**src/pft_consts.svh**
```systemverilog
`ifndef PFT_CONSTS_SVH
`define PFT_CONSTS_SVH

`define PFT_ADDR_W      32
`define PFT_CC_W        16
`define PFT_CNT_W       8
`define PFT_CC_THRESH   16
`define PFT_CC_FIRST    0
`define PFT_CC_RESET    1

`endif

```
**src/pft_pkg.sv**
```systemverilog
package pft_pkg;
    typedef enum logic [3:0] {
        PFT_EL_NONE       = 4'h0,
        PFT_EL_TRACE_INFO = 4'h1,
        PFT_EL_TRACE_ON   = 4'h2,
        PFT_EL_CONTEXT    = 4'h3,
        PFT_EL_ADDRESS    = 4'h4,
        PFT_EL_ATOM_E     = 4'h5,
        PFT_EL_ATOM_N     = 4'h6,
        PFT_EL_COMMIT     = 4'h7,
        PFT_EL_CYCLE_CNT  = 4'h8
    } pft_elem_t;

    // Gray along idle -> info -> on -> context -> address -> tracing
    typedef enum logic [2:0] {
        PFT_ST_IDLE    = 3'b000,
        PFT_ST_INFO    = 3'b001,
        PFT_ST_ON      = 3'b011,
        PFT_ST_CONTEXT = 3'b010,
        PFT_ST_ADDRESS = 3'b110,
        PFT_ST_TRACE   = 3'b111
    } pft_state_t;
endpackage

```
**src/pft_cc_if.sv**
```systemverilog
`timescale 1ns/1ns
interface pft_cc_if #(parameter int CC_W = 16);
    logic            enable;
    logic            commit;
    logic [CC_W-1:0] threshold;
    logic            emit;
    logic [CC_W-1:0] value;
    modport owner (output enable, output commit, output threshold, input emit, input value);
    modport counter (input enable, input commit, input threshold, output emit, output value);
endinterface

```
**src/pft_cycle_counter.sv**
```systemverilog
`timescale 1ns/1ns
`include "pft_consts.svh"
module pft_cycle_counter
    import pft_pkg::*;
#(
    parameter int CC_W = `PFT_CC_W
) (
    input  wire logic ref_clk,
    input  wire logic reset_n,
    pft_cc_if.counter cc
);
    logic [CC_W-1:0] elapsed_reg;
    logic [CC_W-1:0] elapsed_next;
    logic            first_reg;
    logic            first_next;
    logic            hold_en_reg;
    logic            hold_en_next;

    // Emit on first commit, or when elapsed passes the threshold
    assign cc.emit = cc.enable && cc.commit &&
                     (first_reg || (elapsed_reg > cc.threshold));
    // First count unknown, so report zero
    assign cc.value = first_reg ? CC_W'(`PFT_CC_FIRST) : elapsed_reg;

    always_comb begin
        elapsed_next = elapsed_reg;
        first_next   = first_reg;
        hold_en_next = cc.enable;
        if (!cc.enable) begin
            first_next   = 1'b1;
            elapsed_next = CC_W'(`PFT_CC_RESET);
        end else if (cc.emit) begin
            first_next   = 1'b0;
            elapsed_next = CC_W'(`PFT_CC_RESET);
        end else if (elapsed_reg != {CC_W{1'b1}}) begin
            // Saturate rather than wrap so a long gap never looks short
            elapsed_next = elapsed_reg + CC_W'(1);
        end
    end

    always_ff @(posedge ref_clk or negedge reset_n) begin
        if (!reset_n) begin
            elapsed_reg <= CC_W'(`PFT_CC_RESET);
            first_reg   <= 1'b1;
            hold_en_reg <= 1'b0;
        end else begin
            elapsed_reg <= elapsed_next;
            first_reg   <= first_next;
            hold_en_reg <= hold_en_next;
        end
    end
endmodule

```
**src/pft_trace_unit.sv**
```systemverilog
`timescale 1ns/1ns
`include "pft_consts.svh"
module pft_trace_unit
    import pft_pkg::*;
#(
    parameter int ADDR_W = `PFT_ADDR_W,
    parameter int CC_W   = `PFT_CC_W,
    parameter int CNT_W  = `PFT_CNT_W
) (
    input  wire logic              ref_clk,
    input  wire logic              reset_n,
    input  wire logic              trace_enable,
    input  wire logic              start_addr_enable,
    input  wire logic [ADDR_W-1:0] start_addr,
    input  wire logic              cc_enable,
    input  wire logic [CC_W-1:0]   cc_threshold,
    input  wire logic              insn_valid,
    input  wire logic [ADDR_W-1:0] insn_addr,
    input  wire logic              insn_is_branch,
    input  wire logic              insn_taken,
    input  wire logic              commit_valid,
    input  wire logic [CNT_W-1:0]  commit_count,
    output logic                   insn_ready,
    output logic                   commit_ready,
    output logic                   elem_valid,
    output pft_elem_t              elem_kind,
    output logic [ADDR_W-1:0]      elem_payload,
    output logic                   tracing
);
    pft_state_t              state_reg;
    pft_state_t              state_next;
    logic [ADDR_W-1:0]       addr_reg;
    logic [ADDR_W-1:0]       addr_next;
    logic                    pend_reg;
    logic                    pend_next;
    logic                    pend_taken_reg;
    logic                    pend_taken_next;
    logic                    cc_pend_reg;
    logic                    cc_pend_next;
    logic [CC_W-1:0]         cc_val_reg;
    logic [CC_W-1:0]         cc_val_next;
    logic                    elem_valid_reg;
    logic                    elem_valid_next;
    pft_elem_t               elem_kind_reg;
    pft_elem_t               elem_kind_next;
    logic [ADDR_W-1:0]       elem_payload_reg;
    logic [ADDR_W-1:0]       elem_payload_next;
    logic                    start_hit;
    logic                    insn_take;
    logic                    commit_take;

    pft_cc_if #(.CC_W(CC_W)) cc ();

    pft_cycle_counter #(.CC_W(CC_W)) u_cc (
        .ref_clk (ref_clk),
        .reset_n (reset_n),
        .cc      (cc)
    );

    // Core stalls while start sequence or a pending atom/cycle count is output
    assign insn_ready   = trace_enable && !pend_reg && !cc_pend_reg &&
                          (state_reg == PFT_ST_IDLE || state_reg == PFT_ST_TRACE);
    assign commit_ready = (state_reg == PFT_ST_TRACE) && !pend_reg && !cc_pend_reg;
    assign insn_take    = insn_valid && insn_ready;
    assign commit_take  = commit_valid && commit_ready;
    assign start_hit    = insn_take && (state_reg == PFT_ST_IDLE) &&
                          (!start_addr_enable || insn_addr == start_addr);

    assign cc.enable    = cc_enable && (state_reg == PFT_ST_TRACE);
    assign cc.commit    = commit_take;
    assign cc.threshold = cc_threshold;

    assign elem_valid   = elem_valid_reg;
    assign elem_kind    = elem_kind_reg;
    assign elem_payload = elem_payload_reg;
    assign tracing      = (state_reg != PFT_ST_IDLE);

    always_comb begin
        state_next        = state_reg;
        addr_next         = addr_reg;
        pend_next         = pend_reg;
        pend_taken_next   = pend_taken_reg;
        cc_pend_next      = cc_pend_reg;
        cc_val_next       = cc_val_reg;
        elem_valid_next   = 1'b0;
        elem_kind_next    = PFT_EL_NONE;
        elem_payload_next = '0;
        case (state_reg)
            PFT_ST_IDLE: begin
                if (start_hit) begin
                    state_next      = PFT_ST_INFO;
                    addr_next       = insn_addr;
                    // First instruction's atom held back until the start set is out
                    pend_next       = insn_is_branch;
                    pend_taken_next = insn_taken;
                end
            end
            PFT_ST_INFO: begin
                elem_valid_next = 1'b1;
                elem_kind_next  = PFT_EL_TRACE_INFO;
                state_next      = PFT_ST_ON;
            end
            PFT_ST_ON: begin
                elem_valid_next = 1'b1;
                elem_kind_next  = PFT_EL_TRACE_ON;
                state_next      = PFT_ST_CONTEXT;
            end
            PFT_ST_CONTEXT: begin
                elem_valid_next = 1'b1;
                elem_kind_next  = PFT_EL_CONTEXT;
                state_next      = PFT_ST_ADDRESS;
            end
            PFT_ST_ADDRESS: begin
                elem_valid_next   = 1'b1;
                elem_kind_next    = PFT_EL_ADDRESS;
                elem_payload_next = addr_reg;
                state_next        = PFT_ST_TRACE;
            end
            PFT_ST_TRACE: begin
                if (!trace_enable) begin
                    state_next   = PFT_ST_IDLE;
                    pend_next    = 1'b0;
                    cc_pend_next = 1'b0;
                end else if (pend_reg) begin
                    elem_valid_next = 1'b1;
                    elem_kind_next  = pend_taken_reg ? PFT_EL_ATOM_E : PFT_EL_ATOM_N;
                    pend_next       = 1'b0;
                end else if (cc_pend_reg) begin
                    elem_valid_next   = 1'b1;
                    elem_kind_next    = PFT_EL_CYCLE_CNT;
                    elem_payload_next = ADDR_W'(cc_val_reg);
                    cc_pend_next      = 1'b0;
                end else if (commit_take) begin
                    elem_valid_next   = 1'b1;
                    elem_kind_next    = PFT_EL_COMMIT;
                    elem_payload_next = ADDR_W'(commit_count);
                    cc_pend_next      = cc.emit;
                    cc_val_next       = cc.value;
                end else if (insn_take && insn_is_branch) begin
                    // Atoms imply all non-branch work since the last one
                    elem_valid_next = 1'b1;
                    elem_kind_next  = insn_taken ? PFT_EL_ATOM_E : PFT_EL_ATOM_N;
                end
                // Non-branch instructions fall through with no element
            end
            default: begin
                state_next = PFT_ST_IDLE;
            end
        endcase
    end

    always_ff @(posedge ref_clk or negedge reset_n) begin
        if (!reset_n) begin
            state_reg        <= PFT_ST_IDLE;
            addr_reg         <= '0;
            pend_reg         <= 1'b0;
            pend_taken_reg   <= 1'b0;
            cc_pend_reg      <= 1'b0;
            cc_val_reg       <= '0;
            elem_valid_reg   <= 1'b0;
            elem_kind_reg    <= PFT_EL_NONE;
            elem_payload_reg <= '0;
        end else begin
            state_reg        <= state_next;
            addr_reg         <= addr_next;
            pend_reg         <= pend_next;
            pend_taken_reg   <= pend_taken_next;
            cc_pend_reg      <= cc_pend_next;
            cc_val_reg       <= cc_val_next;
            elem_valid_reg   <= elem_valid_next;
            elem_kind_reg    <= elem_kind_next;
            elem_payload_reg <= elem_payload_next;
        end
    end
endmodule

```
**config.mk**
```make
export PLATFORM = sky130hd
export DESIGN_NAME = pft_trace_unit
export DESIGN_NICKNAME = d
export VERILOG_FILES = /design/src/pft_pkg.sv /design/src/pft_cc_if.sv /design/src/pft_cycle_counter.sv /design/src/pft_trace_unit.sv
export VERILOG_INCLUDE_DIRS = /design/src
export SDC_FILE = /design/constraint.sdc
export NUM_CORES = 1
export LEC_CHECK = 0
export BUFFER_PORTS_ARGS = -buffer_cell sky130_fd_sc_hd__buf_2
export CAP_MARGIN = 20
export CELL_PAD_IN_SITES_DETAIL_PLACEMENT = 1
export CELL_PAD_IN_SITES_GLOBAL_PLACEMENT = 1
export CORE_ASPECT_RATIO = 1.25
export CORE_MARGIN = 2
export CORE_UTILIZATION = 35
export CTS_CLUSTER_SIZE = 12
export DETAILED_ROUTE_END_ITERATION = 6
export PLACE_DENSITY = 0.79
export SLEW_MARGIN = 15
export SYNTH_ARGS = -nofsm -noshare
export SYNTH_HDL_FRONTEND = slang
export SYNTH_HIERARCHICAL = 1
export SYNTH_SLANG_ARGS = --single-unit
```
**constraint.sdc**
```tcl
create_clock -name ref_clk -period 4.6 [get_ports ref_clk]
set_input_delay 0.46 -clock ref_clk [delete_from_list [all_inputs] [get_ports ref_clk]]
set_output_delay 0.46 -clock ref_clk [all_outputs]
set_load 0.1 [all_outputs]
```
# Word level (Yosys, flattened, before mapping)

Index checks and enable logic that the tools add are counted.

Register bits after elaboration: 108
Input bits: 97
Output and inout bits: 40
Word-level logic and storage cells: 89

$add $sub $neg: 1
$lt $le $gt $ge: 1
Eq/ne operators: 12
Muxes and demuxes: 34
Bitwise logic cells: 2
Reductions and logical operators: 28

Operator list:

| kind                                           | number |
|---|---|
| 2-to-1 mux 16 bit                              | 7 |
| case mux 32 bit (2 select lines)               | 1 |
| == test 32 bit                                 | 1 |
| case mux 4 bit (5 select lines)                | 1 |
| case mux 3 bit (6 select lines)                | 1 |
| adder 16 x 1 -> 16 bit (second input constant) | 1 |
| > comparator 16 bit                            | 1 |
| inequality test 16 bit (second input constant) | 1 |
| logical AND 1 bit                              | 13 |
| 2-to-1 mux 1 bit                               | 12 |
| 2-to-1 mux 3 bit                               | 4 |
| 2-to-1 mux 4 bit                               | 3 |
| 2-to-1 mux 8 bit                               | 1 |
| inequality test 2 bit (second input constant)  | 4 |
| AND reduction 2 bit                            | 4 |
| == test 3 x 2 -> 1 bit (second input constant) | 2 |
| == test 3 bit (second input constant)          | 2 |
| AND reduction 5 bit                            | 1 |
| 2-to-1 mux 2 bit                               | 2 |
| case mux 1 bit (2 select lines)                | 2 |
| OR reduction 4 bit                             | 1 |
| == test 3 x 1 -> 1 bit (second input constant) | 1 |
| zero test 1 bit                                | 3 |
| zero test 3 bit                                | 1 |
| other kinds (5)                                | 8 |

# Depth between registers and ports, before layout

Gate-level depths: netlist of run 1.

Word-level depth: 12
Depth in mapped cells: 8
Depth with buffers taken out: 8

# Modules after synthesis

Netlist of run 1, hierarchy kept.

By module, submodules not included:

| module            | instances | cells an instance | area an instance (um2) | sequential area each (um2) |
|---|---|---|---|---|
| pft_trace_unit    | 1         | 285               | 3970.1                 | 2277.2 |
| pft_cycle_counter | 1         | 180               | 1511.4                 | 427.9 |

# Worst setup path after synthesis of run 1

OpenSTA, ideal clock, no wires.

Kind: register -> output
From: register state_reg[1]
To: output port insn_ready
Data arrival time: 2.907 ns
Data required time: 4.140 ns
Slack: 1.233 ns
Stages on the path, launching flop included: 5
Buffers on the path: 1
Path through: dfrtp_1 clkbuf_1 nor3_1 inv_1 a21oi_1

Longest elaborated chain between the ends: 3
Elaborated cells on any way between the ends: 4
Classes of those cells: eq/ne: 1; reduce/logical: 3

Ends and longest elaborated chain:

| element                                                 | RTL line              | text |
|---|---|---|
| start, declared                                         | pft_trace_unit.sv:30  | `pft_state_t state_reg;` |
| start signal, assigned                                  | pft_trace_unit.sv:164 | `state_reg <= state_next;` |
| == test 3 bit / zero test 3 bit (equally long branches) | pft_trace_unit.sv:62  | `(state_reg == PFT_ST_IDLE \|\| state_reg == PFT_ST_TRACE);` |
| logical OR 1 bit *                                      | pft_trace_unit.sv:62  |  |
| logical AND 1 bit *                                     | pft_trace_unit.sv:61  | `assign insn_ready = trace_enable && !pend_reg && !cc_pend_reg &&` |
| end, declared                                           | pft_trace_unit.sv:23  | `output logic insn_ready,` |

Every way passes the cells marked *; elsewhere a longest branch is shown, timed or not.

# Worst setup path in the final report of run 1

From: input port insn_addr[27]
To: register addr_reg[15]

Longest elaborated chain between the ends: 4

Ends and longest elaborated chain:

| element                              | RTL line              | text |
|---|---|---|
| start, declared                      | pft_trace_unit.sv:18  | `input wire logic [ADDR_W-1:0] insn_addr,` |
| == test 32 bit                       | pft_trace_unit.sv:67  | `(!start_addr_enable \|\| insn_addr == start_addr);` |
| logical OR 1 bit                     | pft_trace_unit.sv:67  |  |
| logical AND 1 bit                    | pft_trace_unit.sv:66  | `assign start_hit = insn_take && (state_reg == PFT_ST_IDLE) &&` |
| AND reduction 2 bit (no source line) | -                     |  |
| end signal, assigned                 | pft_trace_unit.sv:165 | `addr_reg <= addr_next;` |
| end, declared                        | pft_trace_unit.sv:32  | `logic [ADDR_W-1:0] addr_reg;` |

Every way passes these cells.
A chain may end at the register's enable or synchronous reset.

==> results of run 1 <==
[per-stage QoR]
stage / hold WS (ps) / cell area, µm² / total power [mW] / setup WS (ps) / utilization, %
floorplan: 164.4 / 5482 / 2.266 / 1233 / -
global placement: 464.5 / 6309 / 2.502 / 1264 / 40.85
detailed placement: 472.5 / 6309 / 2.541 / 1203 / 40.85
CTS: 293.3 / 6595 / 3.313 / 1545 / 42.71
global route: 330.4 / 6616 / 3.434 / 1477 / 42.85
finish: 252.6 / 6616 / 3.286 / 1553 / 42.85
[layout make-up]
| cell class | count | share of cell area (%) |
|---|---|---|
| inverter | 31 | 1.759 |
| clock buffer | 10 | 3.612 |
| tap | 212 | 4.009 |
| timing repair buffer | 140 | 10.89 |
| clock inverter | 6 | 0.7186 |
| multi-input combinational | 307 | 38.12 |
| sequential | 108 | 40.88 |
[critical path: stages]
cell and delay [ps]:
buf_2 120, xor2_1 140, nor4_1 550, nand4_1 330, o21ai_1 270, and3_2 650, buf_4 410, mux2_4 340
[cells in the final DEF (no fill, tap or decap), types with 6 or more instances in the layout]
cell | netlist | layout
xor2_1 | 32 | 32
nor2_2 | 9 | 11
mux2_4 | 29 | 29
nor4_1 | 8 | 8
nand4_1 | 7 | 7
nor2_1 | 14 | 12
a21oi_1 | 16 | 16
nor3_1 | 11 | 11
clkbuf_16 | 0 | 9
nand2_1 | 22 | 22
mux2_2 | 20 | 20
inv_1 | 31 | 31
nor2b_1 | 15 | 15
and3_1 | 7 | 6
nand3_1 | 10 | 10
a22o_1 | 11 | 11
and2_1 | 20 | 20
dfrtp_1 | 106 | 106
buf_2 | 2 | 135
a222oi_1 | 8 | 8
ha_1 | 17 | 17
[worst max-delay path by stage]
stage                    from           end  slack, ps  cells after the start
6_report        insn_addr[27]  addr_reg[15]       1550                      8
5_1_grt         insn_addr[27]  addr_reg[15]       1480                      8
4_1_cts         insn_addr[27]  addr_reg[15]       1540                      8
3_5_place_dp    insn_addr[27]  addr_reg[15]       1200                      8
3_3_place_gp   start_addr[27]  addr_reg[12]       1260                      8
2_1_floorplan    state_reg[1]    insn_ready       1230                      4
[layer usage]
| layer | wire (µm) | up-vias | GRT usage [%] |
|---|---|---|---|
| met5 | 0 | - | 0 |
| li1 | - | 1895 | - |
| met3 | 666 | 18 | 3.121 |
| met1 | 5994 | 1982 | 21.23 |
| met2 | 7872 | 120 | 32.13 |
| met4 | 291 | 0 | 6.140 |
[power by group]
group	leakage, nW	internal (mW)	switching, mW
registers	1.46	1.16	0.150
clock network	0.139	0.387	0.364
logic	1.77	0.358	0.865
total	3.36	1.91	1.38
[cell usage after synthesis (all sizes together)]
| cell | n | area (µm²) |
|---|---|---|
| inv | 31 | 116.4 |
| and4 | 2 | 17.52 |
| o22ai | 1 | 6.260 |
| dfstp | 2 | 52.55 |
| mux2i | 4 | 40.04 |
| mux2 | 49 | 660.6 |
| o21ai | 7 | 38.78 |
| a311oi | 1 | 8.760 |
| nand3 | 10 | 50.05 |
| clkbuf | 10 | 38.78 |
| nor3 | 11 | 55.05 |
| and2 | 20 | 125.1 |
| a31oi | 4 | 25.02 |
| a32o | 1 | 10.01 |
| a222oi | 8 | 80.08 |
| a211o | 2 | 17.52 |
| a21oi | 17 | 88.84 |
| nand3b | 1 | 7.510 |
| nand2b | 4 | 25.02 |
| and3 | 7 | 43.79 |
| a211oi | 6 | 50.05 |
| nand2 | 22 | 82.58 |
| dfrtp | 106 | 2653 |
| a22o | 11 | 96.34 |
| xnor2 | 4 | 35.03 |
| ha | 17 | 212.7 |
| buf | 9 | 111.4 |
| a21bo | 1 | 10.01 |
| o211a | 1 | 10.01 |
| a21o | 3 | 22.52 |
| o211ai | 1 | 7.510 |
| a32oi | 1 | 27.53 |
| nor2 | 23 | 108.9 |
| nand4 | 8 | 65.06 |
| nor2b | 15 | 93.84 |
| nor4 | 9 | 71.32 |
| nor3b | 2 | 20.02 |
| nand4b | 1 | 8.760 |
| o31ai | 1 | 7.510 |
| xor2 | 32 | 280.3 |
[kinds of logic (layout without fill, tap and decap cells)]
family / Yosys count / after routing / synth area share [%]
AOI/OAI and AO/OA: 66 / 66 / 9.245
xor gates and xnor gates: 36 / 36 / 5.752
adders and majority gates: 17 / 17 / 3.880
buffers and inverters: 50 / 187 / 4.862
DFF: 108 / 108 / 49.35
muxes: 53 / 53 / 12.78
and+or+nand+nor: 135 / 135 / 14.13
==> impl_metrics.ini, run 1 <==
[timing]
fin_crit_sh_pct = 66.23
maxSlewViolCount = 0
fmax_mhz = 328.2
finalCriticalPeriod_ps = 3047
clock_skew_ps = 12.15
fin_tns_setup_ps = 0
maxSlewHeadroom_pct = 35.78
tightest_slew_ps = 963.3
hold_viol = 0
setup_violations = 0
rsz0062_at_grt = no

[run]
drv_cap = 0

[drt]
drt_iter0_drc = 242
drt-wirelength-per-cell_um = 18.21
drt-pass1-iter-count = 4
drc = 0
ant_nets = 0
routed_wl_um = 14820
routed_via_density = 4.932
routed-via-count = 4015

[clock_tree]
cts_tree = built
cts-root-buf = clkbuf_16
path_clk_slew_ps = 70
clk-insertion-delay-late_ps = 350
postCtsSetupRepairBufs = 0
cts.sinks = 108
cts_buffer_depth = 2
cts_resized = 0
htree_levels = 3
cts_hold_buf = 0
cts_buffers = 9

[worst_setup_path]
cp.arrival_ps = 3280
worstRegToRegCells = 5
r2r-end = addr_reg[15]
r2r_setup_slack_ps = 1730
crit_type = primary input to flip-flop
critPathCaptureType = flip-flop
required_ps = 4830
crit_fanout = 21
start_kind = primary input
reg2reg_from = state_reg[0]

[logic_synthesis]
netlist_area_mm2 = 0.005482
synth_area_per_cell_um2 = 11.79
yosys_warnings = 6
synth.distinct_cells = 54
synth_cells = 465
yosys_register_bits = 108
synth_fp_nets = 579
synth_seq_area_share_pct = 49.35

[floorplanning]
rows = 51
start_util_pct = 35.50
die_w_um = 115.9
core_mm2 = 0.01544
die_area_mm2 = 0.01668
pin_count = 137
die_h_um = 143.9

[placed_design]
io_buffers = 136
placed_cells = 797
dp_hpwl_um = 11040
finalWeightedCongestion = 0.8435

[status]
outcome = complete, no violations

[power_and_ir_drop]
ir_worst_vdd_v = 0.0001958
power_density_mw_per_mm2 = 496.7
p_leak_nw = 3.360

[cells_and_area]
diodes = 0
fin_cells = 814
layout-drive-gt1-share_pct = 37.71
register_area_mm2 = 0.002705
nFillCells = 1719
area_growth_pct = 20.70
fin_nets = 711
multi_input_area_mm2 = 0.002522

[global_route]
grt_max_degree = 76
grt_usage_pct = 17.83
grt_pass1_wl_um = 22910
antenna_found_initial = 0
grt-ovfl-total = 0
grt_pass1_vias = 4352

[min_path]
hold_path_class = primary input to asynchronous set/reset pin
Power figures use the tool's default switching activity.
==> run 2, diff against run 1 <==
- PLACE_DENSITY: 0.79 -> 0.81
- clock period: 4.6 -> 2.6 ns (I/O delays scaled with it)
==> impl_metrics.ini, run 2 (synthesis results as in run 1) <==
[drt]
drt-wirelength-per-cell_um = 18.34
routed-via-count = 4141
drc = 0
drt_iter0_drc = 283
ant_nets = 0
routed_via_density = 5.001
drt-pass1-iter-count = 4
routed_wl_um = 15190

[worst_setup_path]
crit_fanout = 14
crit_path_top_delay_cell = a32oi_4
critPathCaptureType = flip-flop
cp.arrival_ps = 2600
start_kind = flip-flop
crit_family = compound AO/OA/AOI/OAI gates
required_ps = 2840
crit_type = flip-flop to flip-flop
max_stage_delay_ps = 530
crit_buf_inv = 1
path_cells = ha_1 -> nand4_4 -> nor4_4 -> o21ai_2 -> a32oi_4 -> buf_4 -> nor2_2

[clock_tree]
cts_hold_buf = 1
cts-root-buf = clkbuf_16
cts.sinks = 108
cts_resized = 0
path_clk_slew_ps = 70
cts_tree = built
clk-insertion-delay-late_ps = 350
cts_buffers = 9
postCtsSetupRepairBufs = 0
htree_levels = 3
cts_buffer_depth = 2

[global_route]
grt-ovfl-total = 0
grt_pass1_vias = 4396
grt_usage_pct = 18.14
antenna_found_initial = 0
grt_pass1_wl_um = 23310
grt_max_degree = 70

[power_and_ir_drop]
power_density_mw_per_mm2 = 875.0
ir_worst_vdd_v = 0.0003485
p_leak_nw = 3.442

[timing]
clock_skew_ps = 8.723
rsz0062_at_grt = no
fin_crit_sh_pct = 90.76
setup_violations = 0
fmax_mhz = 423.8
finalCriticalPeriod_ps = 2360
fin_tns_setup_ps = 0
maxSlewViolCount = 0
maxSlewHeadroom_pct = 46.41
hold_viol = 0
tightest_slew_ps = 802.9

[floorplanning]
rows = 51
core_mm2 = 0.01544
die_h_um = 143.9
die_w_um = 115.9
die_area_mm2 = 0.01668
start_util_pct = 35.50
pin_count = 137

[cells_and_area]
area_growth_pct = 22.99
register_area_mm2 = 0.002705
fin_area_mm2 = 0.006741
fin_nets = 725
diodes = 0
mostFrequentLayoutCells = buf_2 (135), dfrtp_1 (106), xor2_1 (32)
layout_commonest_cell = buf_2
nFillCells = 1709
multi_input_area_mm2 = 0.002525
layout-drive-gt1-share_pct = 39.12

[min_path]
hold_path_class = primary input to flip-flop

[placed_design]
finalWeightedCongestion = 0.8825
place_area_mm2 = 0.006447
dp_hpwl_um = 11270
io_buffers = 136

[run]
drv_cap = 0

[status]
outcome = complete, no violations
==> run 2: cell count changes in the layout (fill, tap and decap cells not counted), sizes merged <==
cell,delta
dlygate4sd3,+1
inv,+2
clkinv,-1
buf,+13
clkinvlp,-1
==> run 2: worst paths after layout <==
check | startpoint | endpoint | slack (ps) | cells after the start
max | u_cc/elapsed_reg[15] | u_cc/elapsed_reg[9] | 240 | 7
min | commit_count[5] | elem_payload[5] | 120 | 3
min in group asynchronous | reset_n | elem_payload[28] | 440 | 2
max in group asynchronous | reset_n | addr_reg[27] | 1390 | 3
max reg2reg | u_cc/elapsed_reg[15] | u_cc/elapsed_reg[9] | 240 | 7
min reg2reg | addr_reg[21] | elem_payload[21] | 490 | 1
==> run 2: routing by layer <==
layer	part of all wire [%]	GRT usage, %	routed length [µm]	vias up
li1	-	-	-	1924
met2	52	32.26	7867	123
met4	2.3	5.890	344	0
met3	4.4	3.374	672	22
met1	41	21.99	6302	2072
met5	0	0	0	-
==> run 2: power by group <==
part / leakage, nW / switching (mW) / internal [mW] / total (mW)
sequential: 1.46 / 0.272 / 2.06 / 2.33
combinational: 1.85 / 1.56 / 0.674 / 2.23
clock: 0.140 / 0.666 / 0.672 / 1.34
total: 3.44 / 2.50 / 3.40 / 5.90
==> run 2: metrics by stage <==
stage	util [%]	setup WS [ps]	power [mW]	cells	hold WS [ps]
4_1_cts	43.66	202.3	5.948	828	110.7
3_5_place_dp	41.75	81.98	4.556	811	284.7
6_report	43.66	240.3	5.899	828	123.2
2_1_floorplan	-	47.65	4.015	465	-35.59
5_1_grt	43.66	48.98	6.154	828	114.1
3_3_place_gp	41.75	197.1	4.478	811	276.6
==> run 2: area by class of cell <==
| cell class | count | share of cell area, % |
|---|---|---|
| repair buffers | 154 | 12.55 |
| clock buffers | 10 | 3.396 |
| well taps | 212 | 3.935 |
| inverters | 31 | 1.726 |
| clock inverters | 6 | 0.8166 |
| flip-flops and latches | 108 | 40.13 |
| multi-input cells | 307 | 37.45 |
==> run 2: worst reg2reg max path, cell delays in order (launching register included) <==
cell and delay (ps):
dfrtp_1 410, ha_1 390, nand4_4 160, nor4_4 340, o21ai_2 130, a32oi_4 540, buf_4 240, nor2_2 40
